<file path="config.mk">
export PLATFORM = sky130hd
export DESIGN_NAME = bsw_switchover
export DESIGN_NICKNAME = d
export VERILOG_FILES = /design/src/hdl/bsw_pkg.sv /design/src/hdl/bsw_switchover.sv
export VERILOG_INCLUDE_DIRS = /design/src /design/src/hdl
export SDC_FILE = /design/constraint.sdc
export NUM_CORES = 1
export LEC_CHECK = 0
export ABC_AREA = 1
export BUFFER_PORTS_ARGS = -buffer_cell sky130_fd_sc_hd__buf_2
export CAP_MARGIN = 15
export CORE_ASPECT_RATIO = 2
export CORE_UTILIZATION = 65
export DETAILED_ROUTE_END_ITERATION = 7
export GPL_TIMING_DRIVEN = 0
export PLACE_DENSITY = 0.95
export SLEW_MARGIN = 25
export SYNTH_ARGS = -nofsm -noshare
export SYNTH_HDL_FRONTEND = slang
export SYNTH_SLANG_ARGS = --single-unit
</file>
<file path="constraint.sdc">
create_clock -name clk_in -period 7.3 [get_ports clk_in]
set_input_delay 0.365 -clock clk_in [delete_from_list [all_inputs] [get_ports clk_in]]
set_output_delay 0.365 -clock clk_in [all_outputs]
set_load 0.03 [all_outputs]
</file>
<file path="src/hdl/bsw_defs.svh">
// Functional notes
// [RULE1] Switchover enabled at reset; config bit1 disables
// [RULE2] Peripheral config bit6 shows rail source
// [RULE3] Low DC monitor switches when program clear
// [RULE4] Low main switches when program bit1 clear
// [RULE5] Pin rising edge switches when pin enabled
// [RULE6] Pin enabled when pin config 4:2 x01
// [RULE7] Return only when all enabled conditions false
// [RULE8] DC-enabled return needs both supplies qualified
// [RULE9] Main-only return needs main supply qualified
// [RULE10] Pin-enabled return also needs pin low
// [RULE11] Shared interrupt off until master enable set
// [RULE12] Per-source enables share one interrupt
// [RULE13] Event flags latch until software write
// [RULE14] Main-to-battery change sets switchover flag
// [RULE15] Battery-to-main change sets restore flag
// [RULE16] Flags set regardless of enables
// [RULE17] Software clears flags by writing zero
// [RULE18] DC conversion delta beyond threshold flags event
// [RULE19] Periodic or started conversion sets ready flag
// [RULE20] Battery low or new reading sets flag
// [RULE21] DC monitor below 1.2V sets low flag
// [RULE22] Core keeps running through switchover
// [RULE23] Request is OR of each flag ANDed with its enable, masked
// [RULE24] Line sag sets sag flag, enable gates
//
// Purpose: Register addresses, bit positions and timing counts
// Assumes: Included by bare name
// Notes: Offsets are special-function addresses
`ifndef BSW_DEFS_SVH
`define BSW_DEFS_SVH

`define BSW_ADDR_IEIP_TWO 8'ha9
`define BSW_ADDR_ADC_START 8'hd8
`define BSW_ADDR_BAT_READ 8'hdf
`define BSW_ADDR_EVT_EN 8'hec
`define BSW_ADDR_ADC_DELTA 8'hf3
`define BSW_ADDR_PERIPHERAL_CONFIG 8'hf4
`define BSW_ADDR_SWO_CFG 8'hf5
`define BSW_ADDR_EVT_FLAGS 8'hf8
`define BSW_ADDR_BAT_THR 8'hfa
`define BSW_ADDR_PIN_CFG 8'hff

`define BSW_BIT_SWO_DIS 1
`define BSW_BIT_PROG_HI 1
`define BSW_BIT_PROG_LO 0
`define BSW_BIT_SRC 6
`define BSW_BIT_MASTER 1
`define BSW_PIN_LO 2
`define BSW_PIN_HI 4
`define BSW_PIN_PATTERN 2'h1

// Event bit positions, shared by flag and enable registers
`define BSW_EV_DCLOW 0
`define BSW_EV_SAG 1
`define BSW_EV_DELTA 2
`define BSW_EV_READY 3
`define BSW_EV_BATT 4
`define BSW_EV_SWO 5
`define BSW_EV_RESTORE 6

`define BSW_RST_SWO_CFG 8'h01
`define BSW_RST_ZERO 8'h00

`define BSW_QUAL_TIME_US 1000
`define BSW_CLK_MHZ 200
`define BSW_QUAL_CYCLES (`BSW_QUAL_TIME_US * `BSW_CLK_MHZ)
`define BSW_BG_TIME_US 100
`define BSW_BG_CYCLES (`BSW_BG_TIME_US * `BSW_CLK_MHZ)

`endif

</file>
<file path="src/hdl/bsw_pkg.sv">
// Purpose: Types for the supply switchover block
// Assumes: Core special-function bus on one clock
// Notes: Holds types only
package bsw_pkg;
  typedef struct packed {
    logic wr;
    logic rd;
    logic [7:0] addr;
    logic [7:0] wdata;
  } bsw_sfr_req_t;

  typedef struct packed {
    logic main_low;
    logic dc_low;
    logic line_sag;
    logic bat_ready;
    logic [7:0] bat_value;
    logic dc_ready;
    logic [7:0] dc_value;
  } bsw_mon_t;

  typedef enum logic {BSW_ON_MAIN, BSW_ON_BATT} bsw_src_t;
endpackage

</file>
<file path="src/hdl/bsw_switchover.sv">
// Purpose: Rail source selection and supply-monitor interrupt
// Assumes: Comparator inputs asynchronous; pin asynchronous
// Notes: Reads return data one cycle after the read strobe
`timescale 1ns/10ps
`include "bsw_defs.svh"

module bsw_switchover
  import bsw_pkg::*;
#(
  parameter int unsigned QUAL_CYCLES = `BSW_QUAL_CYCLES,
  parameter int unsigned BG_CYCLES = `BSW_BG_CYCLES
) (
  // Clock and reset
  input wire logic clk_in,
  input wire logic sys_rst_in,
  // Core special-function bus
  input wire bsw_sfr_req_t sfr_req_in,
  output logic [7:0] sfr_rdata_out,
  // Supply monitors and pin
  input wire bsw_mon_t mon_in,
  input wire logic battery_control_pin_in,
  // Outputs
  output logic rail_on_battery_out,
  output logic aux_adc_start_out,
  output logic supply_monitor_interrupt_out
);

  // Two-stage synchronisers for async inputs
  localparam int NSYNC = 4;
  logic [NSYNC-1:0] async_in, s1_reg, s2_reg, s1_next, s2_next;
  logic pin_prev_reg, pin_prev_next;

  // Registers
  logic [7:0] iep2_reg, iep2_next;
  logic [7:0] evt_en_reg, evt_en_next;
  logic [7:0] delta_reg, delta_next;
  logic [7:0] swo_cfg_reg, swo_cfg_next;
  logic [7:0] flags_reg, flags_next;
  logic [7:0] bat_thr_reg, bat_thr_next;
  logic [7:0] pin_cfg_reg, pin_cfg_next;
  logic [7:0] bat_read_reg, bat_read_next;
  logic [7:0] dc_prev_reg, dc_prev_next;
  logic [7:0] rdata_reg, rdata_next;
  logic start_reg, start_next;
  bsw_src_t src_reg, src_next;
  logic [31:0] qual_cnt_reg, qual_cnt_next;
  logic [31:0] bg_cnt_reg, bg_cnt_next;

  logic main_low, dc_low, sag, pin_now;
  logic pin_en, dc_en, main_en, sw_dis, go_batt, can_return, rising;
  logic [7:0] set_ev, dc_diff;

  function automatic logic hit(input bsw_sfr_req_t r, input logic [7:0] a);
    hit = r.wr && (r.addr == a);
  endfunction

  assign async_in = {battery_control_pin_in, mon_in.line_sag, mon_in.dc_low, mon_in.main_low};

  generate
    for (genvar i = 0; i < NSYNC; i++) begin : g_sync
      always_comb begin
        s1_next[i] = async_in[i];
        s2_next[i] = s1_reg[i];
      end
    end
  endgenerate

  always_ff @(posedge clk_in or posedge sys_rst_in) begin
    if (sys_rst_in) begin
      s1_reg <= '0;
      s2_reg <= '0;
      pin_prev_reg <= 1'b0;
    end else begin
      s1_reg <= s1_next;
      s2_reg <= s2_next;
      pin_prev_reg <= pin_prev_next;
    end
  end

  assign main_low = s2_reg[0];
  assign dc_low = s2_reg[1];
  assign sag = s2_reg[2];
  assign pin_now = s2_reg[3];
  assign pin_prev_next = pin_now;
  assign rising = pin_now && !pin_prev_reg;

  // Source selection
  always_comb begin
    sw_dis = swo_cfg_reg[`BSW_BIT_SWO_DIS]; // RULE1
    dc_en = !swo_cfg_reg[`BSW_BIT_PROG_HI] && !swo_cfg_reg[`BSW_BIT_PROG_LO]; // RULE3
    main_en = !swo_cfg_reg[`BSW_BIT_PROG_HI]; // RULE4
    pin_en = (pin_cfg_reg[`BSW_PIN_LO +: 2] == `BSW_PIN_PATTERN); // RULE6
    go_batt = (dc_en && dc_low) || (main_en && main_low) || (pin_en && rising); // RULE5
    // Qualify timer runs only while every enabled supply is good
    qual_cnt_next = qual_cnt_reg;
    if ((main_en && main_low) || (dc_en && dc_low) || src_reg == BSW_ON_MAIN) begin
      qual_cnt_next = '0; // RULE8
    end else if (qual_cnt_reg < QUAL_CYCLES) begin
      qual_cnt_next = qual_cnt_reg + 32'h0000_0001; // RULE9
    end
    can_return = (qual_cnt_reg >= QUAL_CYCLES) && !(pin_en && pin_now); // RULE7 RULE10
    src_next = src_reg;
    case (src_reg)
      BSW_ON_MAIN: begin
        if (!sw_dis && go_batt) begin
          src_next = BSW_ON_BATT;
        end
      end
      BSW_ON_BATT: begin
        if (sw_dis || can_return) begin
          src_next = BSW_ON_MAIN;
        end
      end
      default: src_next = BSW_ON_MAIN;
    endcase
  end

  // Monitor ADC bookkeeping
  always_comb begin
    bg_cnt_next = (bg_cnt_reg >= BG_CYCLES - 1) ? 32'h0000_0000 : bg_cnt_reg + 32'h0000_0001;
    // Background tick or software write both start a conversion
    // Tick yields to a start already pulsing; a software start is always taken
    start_next = hit(sfr_req_in, `BSW_ADDR_ADC_START) ||
                 ((bg_cnt_reg >= BG_CYCLES - 1) && !start_reg); // RULE19
    bat_read_next = mon_in.bat_ready ? mon_in.bat_value : bat_read_reg;
    dc_prev_next = mon_in.dc_ready ? mon_in.dc_value : dc_prev_reg;
    dc_diff = (mon_in.dc_value > dc_prev_reg) ? mon_in.dc_value - dc_prev_reg
                                             : dc_prev_reg - mon_in.dc_value;
    set_ev = '0;
    set_ev[`BSW_EV_DCLOW] = dc_low; // RULE21
    set_ev[`BSW_EV_SAG] = sag; // RULE24
    set_ev[`BSW_EV_DELTA] = mon_in.dc_ready && (dc_diff > delta_reg); // RULE18
    set_ev[`BSW_EV_READY] = mon_in.dc_ready; // RULE19
    set_ev[`BSW_EV_BATT] = mon_in.bat_ready ||
                           (bat_read_reg < bat_thr_reg); // RULE20
    set_ev[`BSW_EV_SWO] = (src_reg == BSW_ON_MAIN) && (src_next == BSW_ON_BATT); // RULE14 RULE16
    set_ev[`BSW_EV_RESTORE] = (src_reg == BSW_ON_BATT) && (src_next == BSW_ON_MAIN); // RULE15
  end

  // Register writes; hardware set wins over a software clear
  always_comb begin
    iep2_next = hit(sfr_req_in, `BSW_ADDR_IEIP_TWO) ? sfr_req_in.wdata : iep2_reg;
    evt_en_next = hit(sfr_req_in, `BSW_ADDR_EVT_EN) ? sfr_req_in.wdata : evt_en_reg; // RULE12
    delta_next = hit(sfr_req_in, `BSW_ADDR_ADC_DELTA) ? sfr_req_in.wdata : delta_reg;
    swo_cfg_next = hit(sfr_req_in, `BSW_ADDR_SWO_CFG) ? sfr_req_in.wdata : swo_cfg_reg;
    bat_thr_next = hit(sfr_req_in, `BSW_ADDR_BAT_THR) ? sfr_req_in.wdata : bat_thr_reg;
    pin_cfg_next = hit(sfr_req_in, `BSW_ADDR_PIN_CFG) ? sfr_req_in.wdata : pin_cfg_reg;
    flags_next = hit(sfr_req_in, `BSW_ADDR_EVT_FLAGS) ? (flags_reg & sfr_req_in.wdata)
                                                      : flags_reg; // RULE13 RULE17
    flags_next = flags_next | set_ev; // RULE16
    rdata_next = rdata_reg;
    if (sfr_req_in.rd) begin
      case (sfr_req_in.addr)
        `BSW_ADDR_IEIP_TWO: rdata_next = iep2_reg;
        `BSW_ADDR_BAT_READ: rdata_next = bat_read_reg;
        `BSW_ADDR_EVT_EN: rdata_next = evt_en_reg;
        `BSW_ADDR_ADC_DELTA: rdata_next = delta_reg;
        `BSW_ADDR_PERIPHERAL_CONFIG: begin
          rdata_next = `BSW_RST_ZERO;
          rdata_next[`BSW_BIT_SRC] = (src_reg == BSW_ON_MAIN); // RULE2
        end
        `BSW_ADDR_SWO_CFG: rdata_next = swo_cfg_reg;
        `BSW_ADDR_EVT_FLAGS: rdata_next = flags_reg;
        `BSW_ADDR_BAT_THR: rdata_next = bat_thr_reg;
        `BSW_ADDR_PIN_CFG: rdata_next = pin_cfg_reg;
        default: rdata_next = `BSW_RST_ZERO;
      endcase
    end
  end

  always_ff @(posedge clk_in or posedge sys_rst_in) begin
    if (sys_rst_in) begin
      iep2_reg <= `BSW_RST_ZERO; // RULE11
      evt_en_reg <= `BSW_RST_ZERO;
      delta_reg <= `BSW_RST_ZERO;
      // Program low bit set so low-DC switching starts disabled
      swo_cfg_reg <= `BSW_RST_SWO_CFG; // RULE1 RULE3
      flags_reg <= `BSW_RST_ZERO;
      bat_thr_reg <= `BSW_RST_ZERO;
      pin_cfg_reg <= `BSW_RST_ZERO;
      bat_read_reg <= `BSW_RST_ZERO;
      dc_prev_reg <= `BSW_RST_ZERO;
      rdata_reg <= `BSW_RST_ZERO;
      start_reg <= 1'b0;
      src_reg <= BSW_ON_MAIN;
      qual_cnt_reg <= '0;
      bg_cnt_reg <= '0;
    end else begin
      iep2_reg <= iep2_next;
      evt_en_reg <= evt_en_next;
      delta_reg <= delta_next;
      swo_cfg_reg <= swo_cfg_next;
      flags_reg <= flags_next;
      bat_thr_reg <= bat_thr_next;
      pin_cfg_reg <= pin_cfg_next;
      bat_read_reg <= bat_read_next;
      dc_prev_reg <= dc_prev_next;
      rdata_reg <= rdata_next;
      start_reg <= start_next;
      src_reg <= src_next;
      qual_cnt_reg <= qual_cnt_next;
      bg_cnt_reg <= bg_cnt_next;
    end
  end

  // Rail select only; no reset or stall toward the core
  assign rail_on_battery_out = (src_reg == BSW_ON_BATT); // RULE22
  assign aux_adc_start_out = start_reg;
  assign sfr_rdata_out = rdata_reg;
  assign supply_monitor_interrupt_out =
    iep2_reg[`BSW_BIT_MASTER] && |(flags_reg & evt_en_reg); // RULE23 RULE11 RULE12

endmodule

</file>
==> results of run 1 <==
worst reg2reg max path: cells and delay by family, from the launching register on:
kind	cells	cell delay, ns
compound gates	4	0.83
fa+ha+maj	3	0.71
buf+inv	1	0.16
flops	1	0.39
simple gates	8	0.79
power breakdown:
part           switching [mW]  internal (mW)
Combinational           0.176         0.0944
Sequential             0.0288          0.894
Clock                   0.396          0.513
layer usage:
layer	part of all wire [%]	wire length (um)	GRT usage [%]	up-vias
li1	-	-	-	3470
met1	31	7684	38.03	3491
met2	50	12110	65.36	450
met3	9.2	2249	15.18	183
met4	9.7	2360	33.17	0
met5	0	0	0	-
through the flow:
stage                     hold slack [ns]  power [mW]  utilization (%)  instances  worst slack, ns
after detailed placement           0.3504       1.189            71.04       1267            4.357
after global routing              0.03494       2.162            75.82       1300            4.141
final                             0.03660       2.102            75.82       1300            4.308
after floorplan                    0.3312       1.109                -       1066            2.759
after global placement             0.3488       1.174            70.76       1266            1.307
after CTS                         0.03929       2.085            75.82       1300            4.400
timing repair:
action | in CTS | in global routing
resized for setup | 0 | 0
hold endpoints to repair | 31 | 0
hold buffers | 1 | 0
setup buffers | 0 | 0
cells by family after synthesis:
kind of cell / count (synthesis)
simple gates: 546
buf+inv: 168
flops: 155
compound gates: 106
fa+ha+maj: 35
xor+xnor: 32
mux: 7
other cells: 1
area by class of cell:
| type | count | area (um2) |
|---|---|---|
| well taps | 150 | 187.7 |
| inverters | 145 | 551.8 |
| flip-flops and latches | 155 | 3880 |
| repair buffers | 52 | 287.8 |
| multi-input cells | 743 | 3861 |
| clock inverters | 14 | 161.4 |
| fillers | 833 | 3035 |
| clock buffers | 18 | 429.2 |
| plain buffers | 23 | 160.2 |
worst paths after layout:
path / startpoint / end / slack, ns
setup / recovery: dc_prev_reg[0] / flags_reg[2] / 4.31
hold / removal: mon_in[18] / s1_reg[2] / 0.04
setup reg to reg: dc_prev_reg[0] / flags_reg[2] / 4.31
hold reg to reg: s1_reg[3] / s2_reg[3] / 0.37
max in group asynchronous: sys_rst_in / swo_cfg_reg[0] / 5.98
min in group asynchronous: sys_rst_in / bg_cnt_reg[26] / 0.52
cells in the final DEF (no fill, tap or decap), types with 3 or more instances in the layout:
cell type / Yosys / routed
o21ai_1: 14 / 14
inv_2: 3 / 3
o21ai_2: 8 / 8
xor2_1: 28 / 28
nor2_2: 3 / 3
nor2_4: 10 / 10
clkbuf_1: 7 / 8
ha_1: 33 / 33
mux2_2: 7 / 7
nor2_1: 119 / 119
conb_1: 1 / 17
a21oi_1: 20 / 20
buf_4: 4 / 4
xnor2_1: 4 / 4
nand3_2: 3 / 3
nand2_1: 273 / 273
nand3_1: 110 / 110
buf_2: 5 / 55
clkbuf_16: 0 / 17
o21a_1: 20 / 20
nand4_1: 13 / 13
clkinv_4: 0 / 3
nand2_2: 8 / 8
buf_6: 7 / 7
inv_8: 0 / 3
inv_1: 142 / 141
nor3_1: 4 / 4
o21ai_0: 37 / 37
inv_6: 0 / 4
dfrtp_1: 154 / 154
==> metrics.md, run 1 <==
| Metric | Value |
|---|---|
| Slowest-stage cell, CP | a21oi_1 |
| Synth top cells by count | nand2_1, dfrtp_1, inv_1, nor2_1, nand3_1 |
| Max stage delay on crit path | 0.42 ns |
| Worst-path clk slew | roughly 0.06 ns |
| Top cell type's share of synthesized area | 45.96% |
| Synth warn | 0 |
| ANT nets after route | 0 |
| P&R area growth vs syn | 13.52% |
| Area after DPL | 8919 um2 |
| Tcrit/Tclk final | 40.99% |
| Worst EP required | ~7.6 ns |
| Top cell family by delay on the critical path | compound AO/OA/AOI/OAI gates |
| Netlist cell types | 35 |
| GPL Wtd Cong | about 1 |
| #FFs+latches synth | 155 |
| Antenna cells | 0 |
| Total Nets Final | 1214 |
| Ys flop type | dfrtp_1 |
| Area of the core | 12550 um2 |
| Synth Area in Compound Gates | between 7 and 8% |
| Residual DRC count | 0 |
| Io pins | 53 |
| Die Ht | ~160 um |
| I/O Buffers | 50 |
| Rows | 58 |
| H-tree level count | 4 |
| WL per Instance | ~19 um |
| Post-synthesis mux area share | less than 1% |
| Post-Syn Area per Cell | 7.986 um2 |
| Aggregate global-route resource usage | 39.98% |
| P_leak | 4.773 nW |
| Crit Path Class | reg2reg |
| Synth Area in XOR/XNOR | about 3.3% |
| CP Depth | 16 |
| Final clock skew | 0.009866 ns |
| Worst-Skew Late Latency | 0.44 ns |
| Post-synth top area cell | dfrtp_1 |
| Cell mode on critical path | nand2_1 |
| First drt pass iteration count | 6 |
| Async set or reset register ratio after synthesis | 100.0% |
| Status | finished clean |
| Slew margin rel. | 58.54% |
| Grt ovf | 0 |
| First-pass GRT wire length | 38.09 mm |
| CP Max Fanout | 6 |
| Iter 0 DRT Violations | around 830 |
| Post-Route Setup TNS | 0 ns |
| Power per cell area | 220.8 nW/um2 |
| # setup viols final | 0 |
| Most frequent cell after synthesis | nand2_1 |
| Slew Limit Fails | 0 |
| Total CTS buffers | 17 |
| Largest family of logic cells by synthesized area | simple AND/OR/NAND/NOR gates |
| Root Driver | clkbuf_16 |
| EDFF count, synth | 0 |
| Post-Synth Adder-Cell Area | 5.401% |
| Final WL | 24.41 mm |
| Simple-gate portion of the synthesized area | between 20% and 30% |
| MaxCap Viol Count | 0 |
| Crit. End Element | flip-flop |
| WP buf/inv | 1 |
| Hold Crit Depth | 1 |
| Largest net degree at the start of global routing | 90 |
| Tightest Pin Transition | 0.6196 ns |
| Clock tree buffer depth | 2 |
| Finished Cell Area | 9519 um2 |
| Peak supply drop | 0.1910 mV |
| Layout cell share with drive strength beyond 1 | approximately an eighth |
| Fmax | 334.2 MHz |
| Final Hold Viols | 0 |
| Synthesized area | 8386 um2 |
| Sequential share of the synthesized area | 46.27% |
| Final Critical Period | 2.992 ns |
| Initial antenna violation count | 1 |
| Crit path cell chain | ha_1 -> inv_1 -> fa_1 -> nand3_1 -> nand3_1 -> nand2_1 -> a21oi_1 -> nand2_1 -> nand2_1 -> ha_1 -> a21oi_1 -> o21ai_0 -> nand2_1 -> o211ai_1 -> nand2_1 -> nand2_1 |
| RSZ-0062 raised after global routing | no |
| Class of the worst hold path | in2reg |
| Vias in the first global route | 7652 |
| CP startpoint kind | flip-flop |
| # clock sinks | 155 |
| Die X | 82.32 um |
| Die ar. | 13390 um2 |
| Starting Density | 66.79% |
| Detailed Place HPWL | 16.10 mm |
| CTS tree | built |
| WP data arrival | approximately 3.3 ns |
| Area contributors post-synth | dfrtp_1, nand2_1, nand3_1, inv_1, nor2_1 |
| Via density per instance | 5.842 |
| Vias | 7594 |
| Synthesized instance count | 1050 |
| R2R cell count | 16 |
No activity file was read; power rests on OpenSTA's default activity.
==> inputs of run 2 (changes only) <==
--- a/config.mk
+++ b/config.mk
@@ -10,10 +10,10 @@
 export BUFFER_PORTS_ARGS = -buffer_cell sky130_fd_sc_hd__buf_2
 export CAP_MARGIN = 15
 export CORE_ASPECT_RATIO = 2
-export CORE_UTILIZATION = 65
+export CORE_UTILIZATION = 61
 export DETAILED_ROUTE_END_ITERATION = 7
 export GPL_TIMING_DRIVEN = 0
-export PLACE_DENSITY = 0.95
+export PLACE_DENSITY = 0.9
 export SLEW_MARGIN = 25
 export SYNTH_ARGS = -nofsm -noshare
 export SYNTH_HDL_FRONTEND = slang
==> constraint.sdc (replaced) <==
create_clock -name clk_in -period 3.1 [get_ports clk_in]
set_input_delay 0.155 -clock clk_in [delete_from_list [all_inputs] [get_ports clk_in]]
set_output_delay 0.155 -clock clk_in [all_outputs]
set_load 0.03 [all_outputs]
==> metrics.md, run 2 (synthesis results as in run 1) <==
| Metric | Value |
|---|---|
| Final Critical Period | approximately 2.8 ns |
| First-pass GRT wire length | 36.46 mm (was 38.09 mm) |
| Gate power share | 13.1% (was 12.9%) |
| Worst-path clk slew | 0.06 ns (about the same) |
| First drt pass iteration count | 7 (was 6) |
| I/O Buffers | 50 (unchanged) |
| Final clock skew | 0.01281 ns (was 0.009866 ns) |
| Tcrit/Tclk final | approximately nine tenths |
| P_sw | 1.385 mW (was 600.6 uW) |
| Register Area | 3880 um2 (unchanged) |
| Power share of the sequential group | 44.3% (was 43.9%) |
| Residual DRC count | 5 (was 0) |
| CP startpoint kind | input pin (was flip-flop) |
| Clock power share | 42.5% (was 43.2%) |
| # setup viols final | 0 (unchanged) |
| Worst EP required | 3.41 ns (was 7.62 ns) |
| Pint | 3.512 mW (was 1.501 mW) |
| WL per Instance | 17.07 um (was 18.77 um) |
| Via density per instance | 5.636 (was 5.842) |
| Pre-CTS WS | 0.3031 ns (was 4.357 ns) |
| GPL Wtd Cong | 1.014 (was 1.016) |
| P_leak | 4.879 nW (was 4.773 nW) |
| Fmax | 357.1 MHz |
| Power per cell area | 499.5 nW/um2 (was 220.8 nW/um2) |
| Post-Route Setup TNS | 0 ns (unchanged) |
| Tightest Pin Transition | 0.6237 ns (was 0.6196 ns) |
| Final Hold Viols | 0 (unchanged) |
| Die ar. | 14250 um2 (was 13390 um2) |
| Detailed Place HPWL | 16.60 mm (was 16.10 mm) |
| Layout cell share with drive strength beyond 1 | 12.78% (was 12.35%) |
| Largest net degree at the start of global routing | 35 (was 90) |
| P&R area growth vs syn | 16.92% (was 13.52%) |
| Die Ht | 167.8 um (was 162.6 um) |
| Die X | 84.91 um (was 82.32 um) |
| Clock tree buffer depth | 2 (unchanged) |
| Crit. End Element | flip-flop (unchanged) |
| Vias | 7490 (was 7594) |
| WP data arrival | 3.11 ns (was 3.32 ns) |
| # clock sinks | 155 (unchanged) |
| H-tree level count | 4 (unchanged) |
| Root Driver | clkbuf_16 (unchanged) |
| Most frequent cells in the layout | nand2_1, dfrtp_1, inv_1 (unchanged) |
| Vias in the first global route | 7745 (was 7652) |
| Antenna cells | 0 (unchanged) |
| Switching share of power | 28.28% (was 28.58%) |
| Rows | 60 (was 58) |
| Class of the worst hold path | in2reg (unchanged) |
| Starting Density | 62.40% (was 66.79%) |
| Multi-input logic area | 3870 um2 (was 3861 um2) |
| Total Nets Final | 1238 (was 1214) |
| Setup ws final | 0.2996 ns (was 4.308 ns) |
| Grt ovf | 0 (unchanged) |
| CTS tree | built (unchanged) |
| Total CTS buffers | 17 (unchanged) |
| Commonest non-fill, non-tap cell in the layout | nand2_1 (unchanged) |
| Peak supply drop | 0.4056 mV (was 0.1910 mV) |
| RSZ-0062 raised after global routing | no (unchanged) |
| Initial antenna violation count | 0 (was 1) |
| Slew margin rel. | 58.26% (was 58.54%) |
| Area of the core | 13440 um2 (was 12550 um2) |
| Worst-Skew Late Latency | 0.43 ns (was 0.44 ns) |
| CP Max Fanout | 6 (unchanged) |
| ANT nets after route | 0 (unchanged) |
| Layout filler cell count | 988 (was 833) |
| Iter 0 DRT Violations | 553 (was 833) |
| Crit Path Class | in2reg (was reg2reg) |
| Final WL | 22.69 mm (was 24.41 mm) |
| Post-CTS Setup Repair Bufs | 0 (unchanged) |
| Failing checks | design-rule violations |
| MaxCap Viol Count | 0 (unchanged) |
| Slew Limit Fails | 0 (unchanged) |
| Aggregate global-route resource usage | 33.78% (was 39.98%) |
| Status | complete, but fails checks (was finished clean) |
| Io pins | 53 (unchanged) |
[run 2: changes by cell type in the layout (fill, tap and decap cells not counted), sizes merged]
cell / before / now
buf: 67 / 71
bufinv: 2 / 1
clkinv: 5 / 2
clkinvlp: 1 / 4
dlygate4sd3: 1 / 21
inv: 151 / 152
[run 2: repair_timing]
action,CTS,global route
hold buffers,21,0
endpoints found under the hold margin,86,0
gates resized for setup,0,3
setup endpoints to repair,0,1
[run 2: through the flow]
stage / hold WS [ns] / area [um2] / total power, mW / util (%) / instances
final: 0.007929 / 9804 / 4.897 / 72.96 / 1329
after global routing: 0.01863 / 9804 / 5.083 / 72.96 / 1329
after CTS: 0.007860 / 9796 / 4.889 / 72.90 / 1329
after detailed placement: 0.1077 / 8994 / 2.810 / 66.93 / 1276
after global placement: 0.2636 / 8894 / 2.768 / 66.18 / 1271
after floorplan: 0.1864 / 8449 / 2.612 / - / 1066
[run 2: layer usage]
layer  global-route usage, %  vias to the layer above  part of all wire [%]
met4                   26.09                        0                   8.4
met2                   63.63                      318                    54
met3                   7.206                      139                   5.1
li1                        -                     3520                     -
met1                   30.32                     3513                    32
met5                       0                        -                     0
[run 2: power by group through the flow]
| stage | Clock [mW] | Combinational, mW | Sequential, mW |
|---|---|---|---|
| 5_1_grt | 2.18 | 0.731 | 2.18 |
| 6_report | 2.08 | 0.643 | 2.17 |
| 3_3_place_gp | 0 | 0.569 | 2.20 |
| 3_5_place_dp | 0 | 0.608 | 2.20 |
| 4_1_cts | 2.08 | 0.638 | 2.17 |
| 2_1_floorplan | 0 | 0.430 | 2.18 |
[run 2: area by class of cell]
cell class                 count  area share [%]
buffer                        23           1.633
clock buffer                  18           4.479
clock inverter                14           1.557
inverter                     145           5.590
multi-input combinational    743           39.47
sequential                   155           39.57
tap                          155           1.978
timing repair buffer          76           5.717
[run 2: final timing paths]
path | from | to | slack, ns | depth (start not counted)
setup / recovery | mon_in[0] | flags_reg[2] | 0.30 | 19
hold / removal | sfr_req_in[2] | flags_reg[2] | 0.008 | 3
setup reg to reg | dc_prev_reg[0] | flags_reg[2] | 0.35 | 16
hold reg to reg | s1_reg[3] | s2_reg[3] | 0.35 | 0
max in group asynchronous | sys_rst_in | bg_cnt_reg[17] | 1.96 | 6
min in group asynchronous | sys_rst_in | evt_en_reg[4] | 0.24 | 3
[run 2: worst max-delay path, stage by stage]
cell and delay, ns:
dlygate4sd3_1 0.52, buf_2 0.13, inv_1 0.05, ha_1 0.18
inv_1 0.14, fa_2 0.26, nand3_1 0.07, nand3_1 0.16
nand2_1 0.12, a21oi_2 0.29, nand2_1 0.10, nand2_1 0.08
inv_1 0.04, ha_1 0.30, nand4_1 0.14, nor2_1 0.12
a31oi_1 0.11, nand2_1 0.10, nand2_1 0.05
